## config.mk

```make
export PLATFORM = sky130hd
export DESIGN_NAME = ils_host_flat
export DESIGN_NICKNAME = d
export VERILOG_FILES = /design/src/ils_pkg.sv /design/src/ils_link_if.sv /design/src/ils_host.sv /design/src/flat_wrapper.sv
export SDC_FILE = /design/constraint.sdc
export NUM_CORES = 1
export LEC_CHECK = 0
export ABC_AREA = 0
export BUFFER_PORTS_ARGS = -buffer_cell sky130_fd_sc_hd__buf_4
export CAP_MARGIN = 5
export CORE_AREA = 8 8 116 129
export DETAILED_ROUTE_END_ITERATION = 6
export DIE_AREA = 0 0 124 137
export PLACE_DENSITY = 0.75
export SKIP_LAST_GASP = 1
export SYNTH_ARGS = -nofsm -noshare
export SYNTH_HDL_FRONTEND = slang
export SYNTH_SLANG_ARGS = --single-unit
```

## constraint.sdc

```tcl
create_clock -name pclk -period 1.8 [get_ports pclk]
set_clock_uncertainty 0.1 [all_clocks]
set_input_delay 0.18 -clock pclk [delete_from_list [all_inputs] [get_ports pclk]]
set_output_delay 0.18 -clock pclk [all_outputs]
set_load 0.01 [all_outputs]
```

## src/ils_pkg.sv

```systemverilog
package ils_pkg;
	// ------------------------------------------------------------
	// device register map on the link
	// ------------------------------------------------------------
	localparam logic [7:0] DEV_ST0 = 8'h40;
	localparam logic [7:0] DEV_ST1 = 8'h41;
	localparam logic [7:0] DEV_EN0 = 8'h42;
	localparam logic [7:0] DEV_EN1 = 8'h43;
	localparam logic [7:0] DEV_IO_POWER = 8'h44;
	localparam logic [7:0] EN0_RST = 8'hFF;
	localparam logic [5:0] EN1_RST = 6'h3F;
	// group0 bits: 0 end of packet, 1 rx empty, 2 rx full, 3 osc ready,
	// 4 self init, 5 flash done, 6 packet sent, 7 packet received
	// group1 bits: 0 wake, 1 link change, 2 jabber, 3 neg fail,
	// 4 remote fault, 5 neg done
	localparam int OSC_BIT = 3;
	localparam int SELF_BIT = 4;
	localparam int LINKCHG_BIT = 1;
	// io_power_ctrl bits
	localparam int PWR_LINK = 0;
	localparam int PWR_TRAFFIC = 1;
	localparam int PWR_COMBINED = 2;
	// ------------------------------------------------------------
	// timing
	// ------------------------------------------------------------
	localparam int CLK_HZ = 25_000_000;
	localparam int ACT_MS = 50;
	localparam int ACT_CYCLES = ACT_MS * (CLK_HZ / 1000);
	localparam int ACT_W = 21;
	localparam int POLL_US = 1000;
	localparam int POLL_CYCLES = POLL_US * (CLK_HZ / 1_000_000);
	localparam int POLL_W = 20;
	typedef logic [ACT_W-1:0] ils_act_t;
	typedef logic [POLL_W-1:0] ils_poll_t;
	// ------------------------------------------------------------
	// host apb map (byte addresses)
	// ------------------------------------------------------------
	localparam logic [7:0] A_CFG_EN = 8'h00;
	localparam logic [7:0] A_CFG_LED = 8'h04;
	localparam logic [7:0] A_POLL = 8'h08;
	localparam logic [7:0] A_CMD = 8'h0C;
	localparam logic [7:0] A_STAT = 8'h10;
	localparam logic [7:0] A_PEND = 8'h14;
	localparam logic [7:0] A_IST = 8'h18;
	localparam logic [7:0] A_IMASK = 8'h1C;
	localparam logic [13:0] CFG_EN_RST = 14'h3FFF;
	localparam logic [2:0] CFG_LED_RST = 3'h7;
	localparam int CMD_WR_BIT = 16;
	// ------------------------------------------------------------
	// state types
	// ------------------------------------------------------------
	typedef struct packed {
		logic [7:0] st0;
		logic [5:0] st1;
		logic [7:0] en0;
		logic [5:0] en1;
		logic [2:0] io_pwr;
		logic [7:0] rdata;
		logic osc_on;
		logic osc_seen;
		logic link_prev;
		ils_act_t act;
		logic [2:0] leds;
		logic int_n;
	} ils_dev_t;
	typedef enum logic [3:0] {
		H_OSC = 4'h0,
		H_SELF = 4'h1,
		H_EN0 = 4'h3,
		H_EN1 = 4'h2,
		H_LED = 4'h6,
		H_IDLE = 4'h7,
		H_SVC0 = 4'h5,
		H_SVC1 = 4'h4,
		H_CMD = 4'hC
	} ils_hstate_t;
	typedef struct packed {
		ils_hstate_t state;
		logic acc;
		logic cap;
		logic wr;
		logic [7:0] addr;
		logic [7:0] wdata;
		logic [13:0] cfg_en;
		logic [2:0] cfg_led;
		logic poll_en;
		ils_poll_t poll_cnt;
		logic cmd_pend;
		logic cmd_wr;
		logic [7:0] cmd_addr;
		logic [7:0] cmd_data;
		logic [7:0] rdata_last;
		logic [13:0] pend;
		logic [2:0] ist;
		logic [2:0] imask;
		logic [31:0] prdata;
		logic init_done;
	} ils_host_t;
endpackage : ils_pkg

```

## src/ils_link_if.sv

```systemverilog
`timescale 1ns/10ps
`default_nettype none
interface ils_link_if;
	logic cs;
	logic rd;
	logic wr;
	logic [7:0] addr;
	logic [7:0] wdata;
	logic [7:0] rdata;
	logic int_n;
	modport dev(input cs, rd, wr, addr, wdata, output rdata, int_n);
	modport host(output cs, rd, wr, addr, wdata, input rdata, int_n);
endinterface : ils_link_if
`default_nettype wire

```

## src/ils_host.sv

```systemverilog
`timescale 1ns/10ps
`default_nettype none
module ils_host
	import ils_pkg::*;
#(
	parameter int POLL_LEN = POLL_CYCLES
) (
	input wire logic pclk,
	input wire logic presetn,
	ils_link_if.host lnk,
	input wire logic psel,
	input wire logic penable,
	input wire logic pwrite,
	input wire logic [7:0] paddr,
	input wire logic [31:0] pwdata,
	output logic [31:0] prdata,
	output logic pready,
	output logic pslverr,
	output logic irq,
	output logic link_ready
);
	// ------------------------------------------------------------
	// reset image
	// ------------------------------------------------------------
	localparam ils_host_t HOST_RST = '{
		state: H_OSC, acc: 1'b0, cap: 1'b0, wr: 1'b0,
		addr: 8'h00, wdata: 8'h00, cfg_en: CFG_EN_RST,
		cfg_led: CFG_LED_RST, poll_en: 1'b0, poll_cnt: '0,
		cmd_pend: 1'b0, cmd_wr: 1'b0, cmd_addr: 8'h00,
		cmd_data: 8'h00, rdata_last: 8'h00, pend: 14'h0000,
		ist: 3'h0, imask: 3'h0, prdata: 32'h0000_0000,
		init_done: 1'b0
	};

	ils_host_t q;
	ils_host_t next_q;
	logic go;
	logic wr_acc;
	logic [2:0] ist_set;
	logic [2:0] ist_clr;
	logic [13:0] pend_set;
	logic [13:0] pend_clr;

	function automatic ils_host_t launch(ils_host_t s, logic w, logic [7:0] a,
		logic [7:0] d);
		ils_host_t r;
		r = s;
		r.acc = 1'b1;
		r.wr = w;
		r.addr = a;
		r.wdata = d;
		return r;
	endfunction : launch

	// ------------------------------------------------------------
	// next state
	// ------------------------------------------------------------
	always_comb begin
		next_q = q;
		ist_set = 3'h0;
		pend_set = 14'h0000;
		go = !q.acc && !q.cap;
		// one strobe cycle, then one cycle to take the answer
		if (q.acc) begin
			next_q.acc = 1'b0;
			next_q.cap = 1'b1;
		end
		if (q.cap) begin
			next_q.cap = 1'b0;
		end
		if (q.poll_cnt != '0) begin
			next_q.poll_cnt = q.poll_cnt - ils_poll_t'(1);
		end

		unique case (q.state)
			H_OSC: begin
				if (!lnk.int_n) begin
					next_q.state = H_SELF;
				end
			end
			H_SELF: begin
				if (go) begin
					next_q = launch(next_q, 1'b0, DEV_ST0, 8'h00);
				end
				if (q.cap) begin
					pend_set[7:0] = lnk.rdata;
					if (lnk.rdata[SELF_BIT]) begin
						next_q.state = H_EN0;
					end
				end
			end
			H_EN0: begin
				if (go) begin
					next_q = launch(next_q, 1'b1, DEV_EN0, q.cfg_en[7:0]);
				end
				if (q.cap) begin
					next_q.state = H_EN1;
				end
			end
			H_EN1: begin
				if (go) begin
					next_q = launch(next_q, 1'b1, DEV_EN1, {2'h0, q.cfg_en[13:8]});
				end
				if (q.cap) begin
					next_q.state = H_LED;
				end
			end
			H_LED: begin
				if (go) begin
					next_q = launch(next_q, 1'b1, DEV_IO_POWER, {5'h00, q.cfg_led});
				end
				if (q.cap) begin
					next_q.state = H_IDLE;
					next_q.init_done = 1'b1;
					ist_set[0] = 1'b1;
				end
			end
			H_IDLE: begin
				if (q.cmd_pend) begin
					next_q.state = H_CMD;
				end else if (!lnk.int_n) begin
					next_q.state = H_SVC0;
				end else if (q.poll_en && q.poll_cnt == '0) begin
					next_q.state = H_SVC0;
					next_q.poll_cnt = ils_poll_t'(POLL_LEN);
				end
			end
			H_SVC0: begin
				if (go) begin
					next_q = launch(next_q, 1'b0, DEV_ST0, 8'h00);
				end
				if (q.cap) begin
					pend_set[7:0] = lnk.rdata;
					next_q.state = H_SVC1;
				end
			end
			H_SVC1: begin
				if (go) begin
					next_q = launch(next_q, 1'b0, DEV_ST1, 8'h00);
				end
				if (q.cap) begin
					pend_set[13:8] = lnk.rdata[5:0];
					next_q.state = H_IDLE;
				end
			end
			H_CMD: begin
				if (go) begin
					next_q = launch(next_q, q.cmd_wr, q.cmd_addr, q.cmd_data);
				end
				if (q.cap) begin
					next_q.rdata_last = lnk.rdata;
					next_q.cmd_pend = 1'b0;
					ist_set[1] = 1'b1;
					next_q.state = H_IDLE;
				end
			end
			default: begin
				next_q.state = H_OSC;
			end
		endcase
		if (|(pend_set & ~q.pend)) begin
			ist_set[2] = 1'b1;
		end

		// apb slave, zero wait; read data loaded in the setup cycle
		wr_acc = psel & penable & pwrite;
		ist_clr = 3'h0;
		pend_clr = 14'h0000;
		if (psel && !penable && !pwrite) begin
			unique case (paddr)
				A_CFG_EN: next_q.prdata = {18'h00000, q.cfg_en};
				A_CFG_LED: next_q.prdata = {29'h0, q.cfg_led};
				A_POLL: next_q.prdata = {31'h0, q.poll_en};
				A_STAT: next_q.prdata = {16'h0000, q.rdata_last, 5'h00,
					!lnk.int_n, q.init_done, q.cmd_pend};
				A_PEND: next_q.prdata = {18'h00000, q.pend};
				A_IST: next_q.prdata = {29'h0, q.ist};
				A_IMASK: next_q.prdata = {29'h0, q.imask};
				default: next_q.prdata = 32'h0000_0000;
			endcase
		end
		if (wr_acc) begin
			unique case (paddr)
				A_CFG_EN: next_q.cfg_en = pwdata[13:0];
				A_CFG_LED: next_q.cfg_led = pwdata[2:0];
				A_POLL: next_q.poll_en = pwdata[0];
				A_CMD: begin
					// a command while one is outstanding is dropped
					if (!q.cmd_pend) begin
						next_q.cmd_pend = 1'b1;
						next_q.cmd_wr = pwdata[CMD_WR_BIT];
						next_q.cmd_addr = pwdata[7:0];
						next_q.cmd_data = pwdata[15:8];
					end
				end
				A_PEND: pend_clr = pwdata[13:0];
				A_IST: ist_clr = pwdata[2:0];
				A_IMASK: next_q.imask = pwdata[2:0];
				default: next_q.imask = q.imask;
			endcase
		end
		// set wins over a write-one clear in the same cycle
		next_q.ist = (q.ist & ~ist_clr) | ist_set;
		next_q.pend = (q.pend & ~pend_clr) | pend_set;
	end

	// ------------------------------------------------------------
	// state register
	// ------------------------------------------------------------
	always_ff @(posedge pclk or negedge presetn) begin
		if (!presetn) begin
			q <= HOST_RST;
		end else begin
			q <= next_q;
		end
	end

	// ------------------------------------------------------------
	// outputs
	// ------------------------------------------------------------
	assign lnk.cs = q.acc;
	assign lnk.rd = q.acc & ~q.wr;
	assign lnk.wr = q.acc & q.wr;
	assign lnk.addr = q.addr;
	assign lnk.wdata = q.wdata;
	assign prdata = q.prdata;
	assign pready = 1'b1;
	assign pslverr = 1'b0;
	assign irq = |(q.ist & q.imask);
	assign link_ready = q.init_done;
endmodule : ils_host
`default_nettype wire

```

## src/flat_wrapper.sv

```systemverilog
// flat-port wrapper written by rule: the top's interface ports become plain ports
module ils_host_flat import ils_pkg::*;
#(
	parameter int POLL_LEN = POLL_CYCLES
)
  (pclk, presetn, psel, penable, pwrite, paddr, pwdata, prdata, pready, pslverr, irq, link_ready, lnk_cs, lnk_rd, lnk_wr, lnk_addr, lnk_wdata, lnk_rdata, lnk_int_n);
  ils_link_if lnk_i ();
  input wire logic pclk;
  input wire logic presetn;
  input wire logic psel;
  input wire logic penable;
  input wire logic pwrite;
  input wire logic [7:0] paddr;
  input wire logic [31:0] pwdata;
  output logic [31:0] prdata;
  output logic pready;
  output logic pslverr;
  output logic irq;
  output logic link_ready;
  output wire logic [$bits(lnk_i.cs)-1:0] lnk_cs;
  output wire logic [$bits(lnk_i.rd)-1:0] lnk_rd;
  output wire logic [$bits(lnk_i.wr)-1:0] lnk_wr;
  output wire logic [$bits(lnk_i.addr)-1:0] lnk_addr;
  output wire logic [$bits(lnk_i.wdata)-1:0] lnk_wdata;
  input wire logic [$bits(lnk_i.rdata)-1:0] lnk_rdata;
  input wire logic [$bits(lnk_i.int_n)-1:0] lnk_int_n;
  assign lnk_cs = lnk_i.cs;
  assign lnk_rd = lnk_i.rd;
  assign lnk_wr = lnk_i.wr;
  assign lnk_addr = lnk_i.addr;
  assign lnk_wdata = lnk_i.wdata;
  assign lnk_i.rdata = lnk_rdata;
  assign lnk_i.int_n = lnk_int_n;
  ils_host #(.POLL_LEN(POLL_LEN)) u_core (.pclk(pclk), .presetn(presetn), .lnk(lnk_i), .psel(psel), .penable(penable), .pwrite(pwrite), .paddr(paddr), .pwdata(pwdata), .prdata(prdata), .pready(pready), .pslverr(pslverr), .irq(irq), .link_ready(link_ready));
endmodule
```

# --- Word-level counts from Yosys, hierarchy flattened ---
# Cells that the tools add are included.
op_classes:
  add_sub_neg: 1
  multipliers: 0
  div_mod_pow: 0
  n_lt_le_gt_ge: 0
  n_eq_ne: 29
  n_shift: 0
  mux: 54
  bitwise: 20
  n_reduce_logical: 22
op_table:
  columns: ["operator", "count"]
  rows:
  - ["two-way mux 136 bit", 6]
  - ["one-hot mux 79 bit (6 select lines)", 1]
  - ["one-hot mux 37 bit (6 select lines)", 1]
  - ["one-hot mux 20 bit (7 select lines)", 1]
  - ["one-hot mux 16 bit (7 select lines)", 1]
  - ["two-way mux 20 bit", 4]
  - ["two-way mux 18 bit", 4]
  - ["two-way mux 4 bit", 12]
  - ["two-way mux 14 bit", 3]
  - ["one-hot mux 4 bit (9 select lines)", 1]
  - ["== test 8 x 5 -> 1 bit, second input constant", 4]
  - ["two-way mux 32 bit", 1]
  - ["bitwise AND 14 bit", 2]
  - ["NOT 14 bit", 2]
  - ["AND reduction 7 bit", 4]
  - ["two-way mux 8 bit", 3]
  - ["inequality test 2 x 1 -> 1 bit, second input constant", 11]
  - ["logical NOT 20 bit", 1]
  - ["nonzero test 20 bit", 1]
  - ["subtractor 20 x 1 -> 20 bit, second input constant", 1]
  - ["== test 4 x 3 -> 1 bit, second input constant", 4]
  - ["== test 8 x 4 -> 1 bit, second input constant", 2]
  - ["bitwise OR 14 bit", 1]
  - ["OR reduction 14 bit", 1]
  - ["24 further kinds", 54]
totals:
  reg_bits: 140
  latch_bits: 0
  mem_bits_rw: 0
  mem_bits_ro: 0
  output_inout_bits: 55
  elab_cells: 146
  n_memories: 0

# --- Depth between registers and ports, before layout ---
# Gate-level depths: netlist of the first run.
logic_depth:
  ltp_word: 8
  ltp_mapped: 9

# --- Least setup slack after synthesis of the first run ---
# Ideal clock, no wire load.
synth_timing:
  path_type: "register to register"
  start: "register u_core.q[79] in the netlist's numbering"
  end: "register u_core.q[137] in the netlist's numbering"
  setup_time_ns: 0.124
  t_arrival_ns: 1.751
  required_ns: 1.576
  slack_ns: -0.175
  path_stages_with_launch: 8
  synth_period_minus_slack_ns: 1.975
  path_cell_list: "dfrtp_1 -> inv_1 -> ha_1 -> nor4b_1 -> nand4_2 -> o31ai_4 -> nand2_1 -> a211o_1"
synth_via:
  elab_chain_len: 4
synth_rtl:
  columns: ["item", "line_no", "text"]
  rows:
  - ["start: declaration", "ils_host.sv:35", "ils_host_t q;"]
  - ["start signal: assignment", "ils_host.sv:214", "q <= next_q;"]
  - ["logical NOT 20 bit", "ils_host.sv:123", "end else if (q.poll_en && q.poll_cnt == '0) begin"]
  - ["logical AND 1 bit", "ils_host.sv:123", null]
  - ["inequality test 4 x 2 -> 1 bit (no line)", null, null]
  - ["AND reduction 7 bit (no line)", null, null]
# Every way passes these cells.
# A chain may end at the register's enable or synchronous reset.

==> impl_results.rst, run 1 <==
.. list-table::
   :header-rows: 1

   * - Metric
     - Value
   * - Run status
     - complete, but fails checks
   * - Violated checks
     - negative setup slack
   * - Die width
     - about 120 um
   * - Endpoint arrival time on the critical path
     - 2.11 ns
   * - Fmax
     - 527 MHz
   * - Floorplan core area
     - between 10000 and 15000 um2
   * - Critical path peak fanout
     - 4
   * - Critical Path RT
     - about 2 ns
   * - Worst-path clk slew
     - approximately 0.060 ns
   * - Post-route setup slack
     - -0.0984 ns
   * - Hold WS
     - 0.116 ns
   * - CP cell instances
     - inv_2 -> ha_4 -> nor4b_4 -> nand4_2 -> buf_6 -> o211ai_1 -> xor2_1 -> nand2_1
   * - Post-synth top flop
     - sky130_fd_sc_hd__dfrtp_1
   * - Initial DRC Count
     - 481
   * - Final setup violation count
     - 14
   * - Multi-input logic area
     - 2920 um2
   * - H-tree Lvls
     - 4
   * - Cell taking the most area after synthesis
     - sky130_fd_sc_hd__dfrtp_1
   * - Post-Synth Simple-Gate Area
     - 16.1%
   * - Placed cell area
     - around 7300 um2
   * - Async set or reset register ratio after synthesis
     - 100%
   * - Max-cap violation count
     - 0
   * - Fraction of the cycle the final worst path needs
     - 105%
   * - Global router's overall resource usage
     - 20.9%
   * - Unrepaired setup endpoints after global routing
     - yes
   * - Multiplexer fraction of the synthesized cell area
     - 9.13%
   * - Clock period minus final worst setup slack
     - 1.90 ns
   * - Sequential-to-total area share from yosys stat
     - between 40% and 50%
   * - Routed via count
     - roughly 5200
   * - Initial core utilization
     - 49.7%
   * - Clock buffers created by TritonCTS
     - 17
   * - Count of yosys warnings during synthesis
     - 0
   * - Estimated wirelength of the detail-placed design
     - 12300 um
   * - Area of the mapped netlist
     - between 6000 and 7000 um2
   * - Global-route congestion overflow total
     - 0
   * - Worst ir drop on vdd
     - roughly 1.1 mV
   * - Number of port buffers
     - 75
   * - Number of enable-type register cells in the synthesized netlist
     - 0
   * - Floorplan row count
     - 44
   * - Critical Path Slowest Stage Cell
     - sky130_fd_sc_hd__dfrtp_1
   * - Startpoint-to-endpoint class of the critical path
     - register to register
   * - Area of all placed cells without fillers
     - 8500 um2
   * - DR top layer
     - met4
   * - Net count, final
     - 805
   * - Largest net degree at the start of global routing
     - 44
   * - Wire length of the first global-routing pass
     - between 20000 and 30000 um
   * - Adder and majority gate portion of the synthesized area
     - 0.547%
   * - Complex-gate fraction of the synthesized area
     - 13.0%
   * - Number of global-route vias before repair
     - 5304
   * - Power density relative to cell area
     - 1070 nW/um2
   * - Die ar.
     - between 15000 and 20000 um2
   * - DRC violations left
     - 0
   * - Layout Area Growth over Synthesis
     - 32.9%
   * - Critical Path Sink Type
     - register
   * - Filler instances
     - 945
   * - Count of cell types in the netlist
     - 74
   * - Hold/Removal Path Class
     - input port to asynchronous set/reset pin
   * - Root buffer cell
     - sky130_fd_sc_hd__clkbuf_16
   * - Final hold viol count
     - 0
   * - Area fraction of the dominant cell type after synthesis
     - 41.8%
   * - Number of flip-flops and latches in the synthesized netlist
     - ~120
   * - Die span in y
     - 137 um
   * - Last weighted congestion value of the routability-driven placer
     - 0.887
   * - Met2 WL post-DR
     - approximately 9300 um
   * - Number of clock sinks
     - 124
   * - TritonCTS clock tree
     - yes
   * - Max Buffers Root-to-Sink
     - 2
   * - Initial antenna violation count
     - 0
   * - Top cells by area in the synthesized netlist
     - sky130_fd_sc_hd__dfrtp_1 42%, sky130_fd_sc_hd__dfstp_2 7.0%, sky130_fd_sc_hd__buf_4 6.0%
   * - Via-to-Cell Ratio
     - 5.61
   * - Post-Route M1 WL
     - 6680 um
   * - DRT antenna net count
     - 0
   * - Avg Synthesized Cell Area
     - 10.6 um2
   * - P_leak
     - 0.00393 uW
   * - Xor/xnor share of the synthesized area
     - 2.58%
   * - Worst Setup Start Kind
     - register
   * - Proportion of layout cells with a drive suffix above 1
     - between 40% and 50%
   * - Number of slew-limit violations in the final report
     - 0
   * - Number of antenna repair diodes
     - 0
   * - Skew-Pair Late Insertion Delay
     - 0.43 ns
   * - Depth of the most critical reg-to-reg path
     - 8
   * - Leading cell type in the layout, fill and taps excluded
     - sky130_fd_sc_hd__buf_4
   * - Longest individual stage delay on the worst path
     - roughly 0.40 ns
   * - Area occupied by registers
     - 3130 um2
   * - I/O pin count
     - 109
   * - Routed wire length per instance
     - 19.0 um
   * - Aggregate routed wire length
     - 17500 um
   * - Largest family of logic cells by synthesized area
     - simple AND/OR/NAND/NOR gates
   * - Pre-antenna DRT Iters
     - 6
   * - Most used cells in the layout excluding fill and tap cells
     - 155 x sky130_fd_sc_hd__buf_4, 105 x sky130_fd_sc_hd__dfrtp_1, 82 x sky130_fd_sc_hd__nand2_1
   * - Met3 wirelength from detailed routing
     - 981 um
   * - Post-synthesis instance total
     - 601
==> path summary, 6_finish.rpt <==
check                             startpoint           endpoint  slack, ns
min in group pclk                   paddr[4]   u_core.prdata[1]       0.17
min                                  presetn  u_core.prdata[14]       0.12
min reg2reg                u_core.prdata[14]  u_core.prdata[14]       0.38
max in group asynchronous            presetn      u_core.q[101]       0.87
max reg2reg                     u_core.q[79]       u_core.q[84]       -0.1
max                             u_core.q[79]       u_core.q[84]       -0.1
==> cells by family after synthesis <==
| group | after synthesis |
|---|---|
| AO/OA/AOI/OAI | 113 |
| XOR/XNOR | 18 |
| adder cells (fa/ha/maj) | 3 |
| buffers and inverters | 103 |
| flip-flops | 124 |
| multiplexers | 45 |
| other | 2 |
| AND/OR/NAND/NOR | 193 |
==> sequential cells by signal, summed over array words and instances (netlist names) <==
register	cells
u_core.lnk.wdata	8
u_core.prdata	16
u_core.link_ready	1
u_core.lnk.addr	8
u_core.lnk.cs	1
u_core.q	90
==> where the power goes <==
| part | internal (uW) | switching [uW] |
|---|---|---|
| logic | 1120 | 1230 |
| clock network | 1960 | 1330 |
| registers | 3140 | 305 |
| total | 6220 | 2860 |
==> through the flow <==
step / power [uW] / setup TNS, ns / instances / worst slack, ns / util, %
6_report: 9080 / -0.602 / 923 / -0.0984 / 66.0
5_1_grt: 9470 / -2.38 / 923 / -0.220 / 66.0
4_1_cts: 8920 / -0.854 / 912 / -0.137 / 64.4
3_5_place_dp: 5560 / -4.51 / 850 / -0.227 / 57.0
3_3_place_gp: 5470 / -3.27 / 850 / -0.189 / 57.0
2_1_floorplan: 4710 / -0.0326 / 617 / -0.0290 / -
==> synthesized netlist by cell type (4+ instances only) <==
master	number
sky130_fd_sc_hd__o211ai_1	4
sky130_fd_sc_hd__o21ai_0	33
sky130_fd_sc_hd__nand3b_1	4
sky130_fd_sc_hd__nand4_1	5
sky130_fd_sc_hd__nand3_1	9
sky130_fd_sc_hd__nor2b_1	5
sky130_fd_sc_hd__a21oi_1	8
sky130_fd_sc_hd__clkbuf_1	15
sky130_fd_sc_hd__nor2_1	28
sky130_fd_sc_hd__mux2_4	13
sky130_fd_sc_hd__mux2_2	25
sky130_fd_sc_hd__mux2i_1	4
sky130_fd_sc_hd__nand2b_1	4
sky130_fd_sc_hd__o22ai_1	6
sky130_fd_sc_hd__nand2_1	83
sky130_fd_sc_hd__a22o_1	18
sky130_fd_sc_hd__buf_2	12
sky130_fd_sc_hd__o221ai_1	6
sky130_fd_sc_hd__a22oi_1	11
sky130_fd_sc_hd__a222oi_1	5
sky130_fd_sc_hd__nor3_1	9
sky130_fd_sc_hd__and3_1	6
sky130_fd_sc_hd__xor2_1	8
sky130_fd_sc_hd__inv_1	21
sky130_fd_sc_hd__dfrtp_1	107
sky130_fd_sc_hd__buf_4	51
sky130_fd_sc_hd__nor4_1	5
sky130_fd_sc_hd__dfstp_2	17
sky130_fd_sc_hd__xnor2_1	9
==> layer usage <==
| metal | global-route usage [%] | up-vias |
|---|---|---|
| li1 | - | 2374 |
| met1 | 23.6 | 2576 |
| met2 | 36.1 | 180 |
| met3 | 5.12 | 50 |
| met4 | 9.86 | 0 |
| met5 | 0 | - |
==> cell type report <==
class                      count  share of cell area, %
tap                          161                   2.37
multi-input combinational    390                   34.4
sequential                   124                   36.8
timing repair buffer         194                   18.7
inverter                      22                   1.00
clock inverter                14                   1.59
clock buffer                  18                   5.16
==> worst max-delay path, delay by kind of cell, from the launching register on <==
family | cells | cell delay, ns
compound gates | 1 | 0.22
xor+xnor | 1 | 0.19
simple gates | 3 | 0.46
flops | 1 | 0.40
buf+inv | 2 | 0.29
fa+ha+maj | 1 | 0.13
==> what timing repair did <==
action,CTS,global route
setup buffers,4,10
setup endpoints to repair,25,42
cloned,0,1
gates resized for setup,21,27
hold buffers,26,0
hold endpoints to repair,161,0
pin swaps,13,19
(Power assumes the default switching activity.)
==> run 2: changes to the inputs <==
Settings changed: PLACE_DENSITY 0.75 to 0.78, SETUP_SLACK_MARGIN set to 0.3.
==> run 2 against run 1 <==
Largest power group unchanged. First-iteration DRC count rose by 14%. Non-clock buffer count grew 29. Die area is the same. Critical path depth shrank 2. Clock power is essentially flat. Sequential cell count stayed put. Global-route usage increased by 2.0 points. The run still ends with negative setup slack left.
==> impl_results.rst, run 2 (same netlist as run 1, synthesis figures left out) <==
.. list-table::
   :header-rows: 1

   * - Metric
     - Value
   * - Number of slew-limit violations in the final report
     - 0
   * - P_leak
     - 0.00425 uW
   * - Aggregate routed wire length
     - 20300 um
   * - Inst Count DP
     - between 800 and 900
   * - Switching power summed over all nets
     - 3290 uW
   * - Proportion of layout cells with a drive suffix above 1
     - ~48%
   * - Wire length of the first global-routing pass
     - 29700 um
   * - Max Buffers Root-to-Sink
     - 2
   * - Worst ir drop on vdd
     - 0.872 mV
   * - Last weighted congestion value of the routability-driven placer
     - 0.904
   * - Non-filler instance count after layout
     - 955
   * - Critical Path RT
     - 2.01 ns
   * - Reg with most FFs
     - u_core.q
   * - Die width
     - 124 um
   * - Floorplan core area
     - approximately 13000 um2
   * - Net count, final
     - 837
   * - Worst Setup Start Kind
     - register
   * - Layout Utilization
     - 72.1%
   * - Worst-path clk slew
     - 0.06 ns
   * - Endpoint arrival time on the critical path
     - 2.15 ns
   * - Number of port buffers
     - between 70 and 80
   * - Initial antenna violation count
     - 0
   * - Startpoint-to-endpoint class of the critical path
     - register to register
   * - Fmax
     - 516 MHz
   * - Hold/Removal Path Class
     - input port to asynchronous set/reset pin
   * - Die ar.
     - 17000 um2
   * - Switching power share of the total
     - 32.1%
   * - Max-cap violation count
     - 0
   * - Cell Int Power
     - roughly 6900 uW
   * - Number of global-route vias before repair
     - 5719
   * - Filler instances
     - 806
   * - Clock period minus final worst setup slack
     - between 1.5 and 2 ns
   * - Die span in y
     - ~140 um
   * - Floorplan row count
     - 44
   * - Fraction of the cycle the final worst path needs
     - 108%
   * - Critical path peak fanout
     - 3
   * - Placed cell area
     - 7420 um2
   * - Leading cell type in the layout, fill and taps excluded
     - sky130_fd_sc_hd__buf_4
   * - Clock buffers created by TritonCTS
     - 17
   * - TritonCTS clock tree
     - yes
   * - Measured slew at the worst slew-check pin
     - ~0.52 ns
   * - Pre-antenna DRT Iters
     - 6
   * - Most used cells in the layout excluding fill and tap cells
     - 149 x sky130_fd_sc_hd__buf_4, 101 x sky130_fd_sc_hd__dfrtp_1, 70 x sky130_fd_sc_hd__nand2_1
   * - Routed via count
     - 5669
   * - Routed wire length per instance
     - 21.3 um
   * - Placement-stage worst setup slack
     - -0.178 ns
   * - Global router's overall resource usage
     - between 20% and 30%
   * - Run status
     - complete, but fails checks
   * - Global-route congestion overflow total
     - 0
   * - Root buffer cell
     - sky130_fd_sc_hd__clkbuf_16
   * - Initial core utilization
     - 49.7%
   * - Final setup violation count
     - 13
   * - Part of the power in the clock network
     - 32.3%
   * - Post-route setup slack
     - -0.137 ns
   * - DRC violations left
     - 0
   * - Power density relative to cell area
     - 1100 nW/um2
   * - Number of clock sinks
     - 124
   * - Final hold viol count
     - 0
   * - Number of flip-flops in the largest register
     - 90
   * - Initial DRC Count
     - around 550
   * - Layout Area Growth over Synthesis
     - 45.1%
   * - Proportion of power drawn by combinational gates
     - 33.6%
   * - Max-slew headroom
     - 65.3%
   * - Skew-Pair Late Insertion Delay
     - 0.42 ns
   * - Unrepaired setup endpoints after global routing
     - yes
   * - Estimated wirelength of the detail-placed design
     - 12500 um
   * - I/O pin count
     - roughly 110
   * - Seq pwr share
     - about a third
   * - Critical Path Sink Type
     - register
   * - DRT antenna net count
     - 0
   * - Area of all placed cells without fillers
     - 9290 um2
   * - Via-to-Cell Ratio
     - ~5.9
   * - H-tree Lvls
     - 4
   * - Violated checks
     - negative setup slack
   * - Number of antenna repair diodes
     - 0
   * - Largest net degree at the start of global routing
     - 37
==> run 2: cell types whose count changed in the layout (fill, tap and decap cells not counted), sizes merged <==
cell | before | now
clkinv | 7 | 4
bufinv | 1 | 2
buf | 168 | 196
or4 | 3 | 5
clkinvlp | 1 | 6
inv | 27 | 22
clkbuf | 18 | 22
==> run 2: per-layer routing <==
metal | track usage [%] | share of wire [%] | vias to the layer above
met4 | 12.9 | 4.3 | 0
met3 | 4.75 | 6.1 | 80
met1 | 25.8 | 36 | 2853
met2 | 39.5 | 53 | 281
met5 | 0 | 0 | -
li1 | - | - | 2455
==> run 2: area by class of cell <==
cell class	count	area [um2]	share of cell area (%)
sequential	124	3130	33.7
timing repair buffer	223	2010	21.7
multi-input combinational	392	3260	35.2
clock inverter	11	120	1.29
tap	161	201	2.17
timing repair inverter	1	11.3	0.121
inverter	22	95.1	1.02
clock buffer	21	450	4.85
==> run 2: final timing paths <==
path	from	end	slack, ns	cells past startpoint
max in group asynchronous	presetn	u_core.q[102]	0.76	3
min in group pclk	paddr[0]	u_core.q[36]	0.18	5
setup reg to reg	u_core.q[81]	u_core.q[96]	-0.14	6
setup / recovery	u_core.q[81]	u_core.q[96]	-0.14	6
hold / removal	presetn	u_core.q[65]	0.18	2
hold reg to reg	u_core.q[58]	u_core.q[58]	0.39	2
==> run 2: power groups by stage <==
stage / logic (uW) / clock network, uW / registers, uW
2_1_floorplan: 1470 / 0 / 3380
3_3_place_gp: 2060 / 0 / 3430
3_5_place_dp: 2130 / 0 / 3450
4_1_cts: 2790 / 3310 / 3430
5_1_grt: 3630 / 3440 / 3510
6_report: 3440 / 3310 / 3490
==> run 2: per-stage QoR <==
stage	power, uW	hold WS, ns	setup TNS, ns
floorplan	4840	-0.216	-0.118
global placement	5490	0.0717	-2.89
detailed placement	5590	0.0774	-3.94
CTS	9530	0.169	-0.619
global route	10600	0.181	-2.70
finish	10200	0.177	-0.782
==> run 2: repair_timing <==
action                                 in CTS  in global routing
buffers inserted                           23                 19
hold buffers                               26                  0
setup endpoints to repair                  87                 94
gates resized for setup                    85                 67
pin swaps                                  44                 51
gates cloned                                3                  2
endpoints found under the hold margin     108                  0
==> run 2: worst max-delay path: stages, from the launching register on <==
cell	delay, ns
sky130_fd_sc_hd__dfrtp_1	0.42
sky130_fd_sc_hd__nor4_4	0.31
sky130_fd_sc_hd__buf_4	0.17
sky130_fd_sc_hd__nand3b_1	0.23
sky130_fd_sc_hd__nor4_2	0.35
sky130_fd_sc_hd__xnor2_1	0.18
sky130_fd_sc_hd__nor2_1	0.07
==> run 3: changes to the inputs <==
Settings changed: CELL_PAD_IN_SITES_DETAIL_PLACEMENT set to 1, CELL_PAD_IN_SITES_GLOBAL_PLACEMENT set to 2, CORE_AREA 8 8 116 129 to 8 8 142 158, DIE_AREA 0 0 124 137 to 0 0 150 166, PLACE_DENSITY 0.78 to 0.79.
==> run 3 against run 2 <==
The flow finishes with violations (negative hold slack, negative setup slack). Die area increased by 47%. First-iteration DRC count decreased by 43%. Critical path depth increased by 2. Power increased by 3.7%. Clock-buffer cell count decreased by 3. Sequential cell count unchanged. Combinational power about the same. Global-route usage decreased by 5.7 points. Worst setup slack got worse by 0.018 ns. Largest cell class unchanged.
==> impl_results.rst, run 3 (same netlist as run 1, synthesis figures left out) <==
.. list-table::
   :header-rows: 1

   * - Metric
     - Value
   * - Wire length of the first global-routing pass
     - 33500 um
   * - P_leak
     - 0.00431 uW
   * - Depth of the most critical reg-to-reg path
     - 8
   * - Run status
     - complete, but fails checks
   * - Fmax
     - 512 MHz
   * - Number of flip-flops in the largest register
     - 90
   * - Startpoint-to-endpoint class of the critical path
     - register to register
   * - Last weighted congestion value of the routability-driven placer
     - 0.815
   * - Number of port buffers
     - 75
   * - Worst ir drop on vdd
     - 0.673 mV
   * - Clock period minus final worst setup slack
     - 1.95 ns
   * - Layout Area Growth over Synthesis
     - 48.7%
   * - Most used cells in the layout excluding fill and tap cells
     - 166 x sky130_fd_sc_hd__buf_4, 102 x sky130_fd_sc_hd__dfrtp_1, 67 x sky130_fd_sc_hd__nand2_1
   * - Non-filler instance count after layout
     - 1062
   * - Global-route congestion overflow total
     - 0
   * - Clock buffers created by TritonCTS
     - 17
   * - Largest net degree at the start of global routing
     - 42
   * - Number of buffer and inverter stages on the critical path
     - 3
   * - Final setup violation count
     - 21
   * - Cell type group with the largest total delay on the critical path
     - simple AND/OR/NAND/NOR gates
   * - Net count, final
     - 849
   * - Number of clock sinks
     - around 120
   * - Unrepaired setup endpoints after global routing
     - yes
   * - Number of cells on the worst hold path
     - 3
   * - Routed wire length per instance
     - 20.8 um
   * - Measured slew at the worst slew-check pin
     - 0.596 ns
   * - H-tree Lvls
     - 4
   * - Worst Setup Start Kind
     - register
   * - Routed via count
     - ~5400
   * - Worst R2R Start
     - u_core.q[80]
   * - CP cell instances
     - inv_2 -> ha_4 -> buf_4 -> and4_4 -> and3_4 -> buf_6 -> or4_4 -> xnor2_2
   * - Skew-Pair Late Insertion Delay
     - 0.42 ns
   * - Critical Path RT
     - about 2 ns
   * - Global router's overall resource usage
     - 17.2%
   * - Aggregate routed wire length
     - 22100 um
   * - Max-cap violation count
     - 0
   * - Worst-path clk slew
     - roughly 0.06 ns
   * - DRC violations left
     - 0
   * - Root buffer cell
     - sky130_fd_sc_hd__clkbuf_16
   * - WHS Endpoint
     - u_core.q[53]
   * - Worst R2R Setup Slack
     - -0.15 ns
   * - Number of antenna repair diodes
     - 0
   * - Initial antenna violation count
     - 0
   * - Leading cell type in the layout, fill and taps excluded
     - sky130_fd_sc_hd__buf_4
   * - Min-delay src
     - lnk_rdata[0]
   * - Sum of negative setup slack
     - -1.23 ns
   * - Max Buffers Root-to-Sink
     - 2
   * - Pre-antenna DRT Iters
     - 5
   * - Floorplan core area
     - 20000 um2
   * - Proportion of layout cells with a drive suffix above 1
     - 49.3%
   * - Number of slew-limit violations in the final report
     - 0
   * - I/O pin count
     - 109
   * - Number of global-route vias before repair
     - just over 6000
   * - Inst Count DP
     - 956
   * - Initial core utilization
     - 32.1%
   * - Critical Path Slowest Stage Cell
     - sky130_fd_sc_hd__or4_4
   * - Reg with most FFs
     - u_core.q
   * - Violated checks
     - negative hold slack, negative setup slack
   * - Hold WS
     - -0.00886 ns
   * - Critical path peak fanout
     - 3
   * - TritonCTS clock tree
     - yes
   * - Critical Path Sink Type
     - register
   * - Longest individual stage delay on the worst path
     - 0.42 ns
   * - Placement-stage worst setup slack
     - -0.192 ns
   * - Final hold viol count
     - 1
   * - Die ar.
     - around 25000 um2
   * - Post-route setup slack
     - -0.155 ns
   * - Estimated wirelength of the detail-placed design
     - 14700 um
   * - DRT antenna net count
     - 0
   * - Initial DRC Count
     - 313
   * - Endpoint arrival time on the critical path
     - 2.17 ns
   * - Fraction of the cycle the final worst path needs
     - 109%
   * - Die span in y
     - 166 um
   * - Capture point of the worst reg-to-reg path
     - u_core.q[83]
   * - Floorplan row count
     - 55
   * - Power density relative to cell area
     - 1110 nW/um2
   * - Via-to-Cell Ratio
     - 5.13
   * - Die width
     - 150 um
   * - Hold/Removal Path Class
     - input port to register
   * - Max-slew headroom
     - 60.2%
run 3: cell count changes in the layout (fill, tap and decap cells not counted), sizes merged:
| cell | delta |
|---|---|
| dlygate4sd3 | +1 |
| clkbuf | -3 |
| inv | +2 |
| clkinvlp | -3 |
| clkinv | +2 |
| or4 | -2 |
| bufinv | +2 |
| buf | +12 |
| nand3 | +1 |
run 3: per-stage QoR:
step                cell area, um2  util (%)  total power (uW)  hold WS, ns
floorplan                     6620         -              4840       -0.216
global placement              7640      38.3              5580        0.109
detailed placement            7640      38.3              5680        0.115
CTS                           8950      44.9              9950       0.0151
global route                  9520      47.7             11100       0.0242
finish                        9520      47.7             10600     -0.00886
run 3: power breakdown:
| part | internal [uW] | switching [uW] | total [uW] |
|---|---|---|---|
| clock | 2360 | 1320 | 3680 |
| combinational | 1750 | 1710 | 3460 |
| sequential | 3140 | 326 | 3470 |
| total | 7250 | 3360 | 10600 |
run 3: worst max path at each step:
stage / cells past startpoint / end / from
6_report: 8 / u_core.q[83] / u_core.q[80]
5_1_grt: 7 / u_core.q[137] / u_core.q[79]
4_1_cts: 6 / u_core.q[137] / u_core.q[84]
3_5_place_dp: 5 / u_core.q[68] / paddr[5]
3_3_place_gp: 5 / u_core.q[67] / paddr[5]
2_1_floorplan: 7 / u_core.q[137] / u_core.q[80]
run 3: tightest hold or removal path, delay by kind of cell:
family / cells / cell delay (ns)
compound gates: 1 / 0.13
buf+inv: 2 / 0.16
run 3: layout make-up:
type	count	area, um2
Inverter	22	87.6
Sequential cell	124	3130
Timing Repair inverter	1	6.26
Tap cell	256	320
Timing Repair Buffer	236	2090
Clock buffer	18	439
Multi-Input combinational cell	391	3250
Fill cell	2127	10400
Clock inverter	14	193
run 3: repair_timing:
| item | in CTS | in global routing |
|---|---|---|
| gates resized for setup | 48 | 94 |
| pin swaps | 15 | 55 |
| endpoints found under the hold margin | 76 | 0 |
| setup buffers | 23 | 19 |
| setup endpoints to repair | 87 | 92 |
| hold buffers | 27 | 0 |
| cloned | 3 | 2 |
run 3: layer usage:
metal	part of all wire, %	up-vias	global-route usage [%]
met1	38	2812	18.7
met3	4.2	39	3.98
li1	-	2458	-
met5	0	-	0
met2	55	134	31.0
met4	2.4	0	7.66
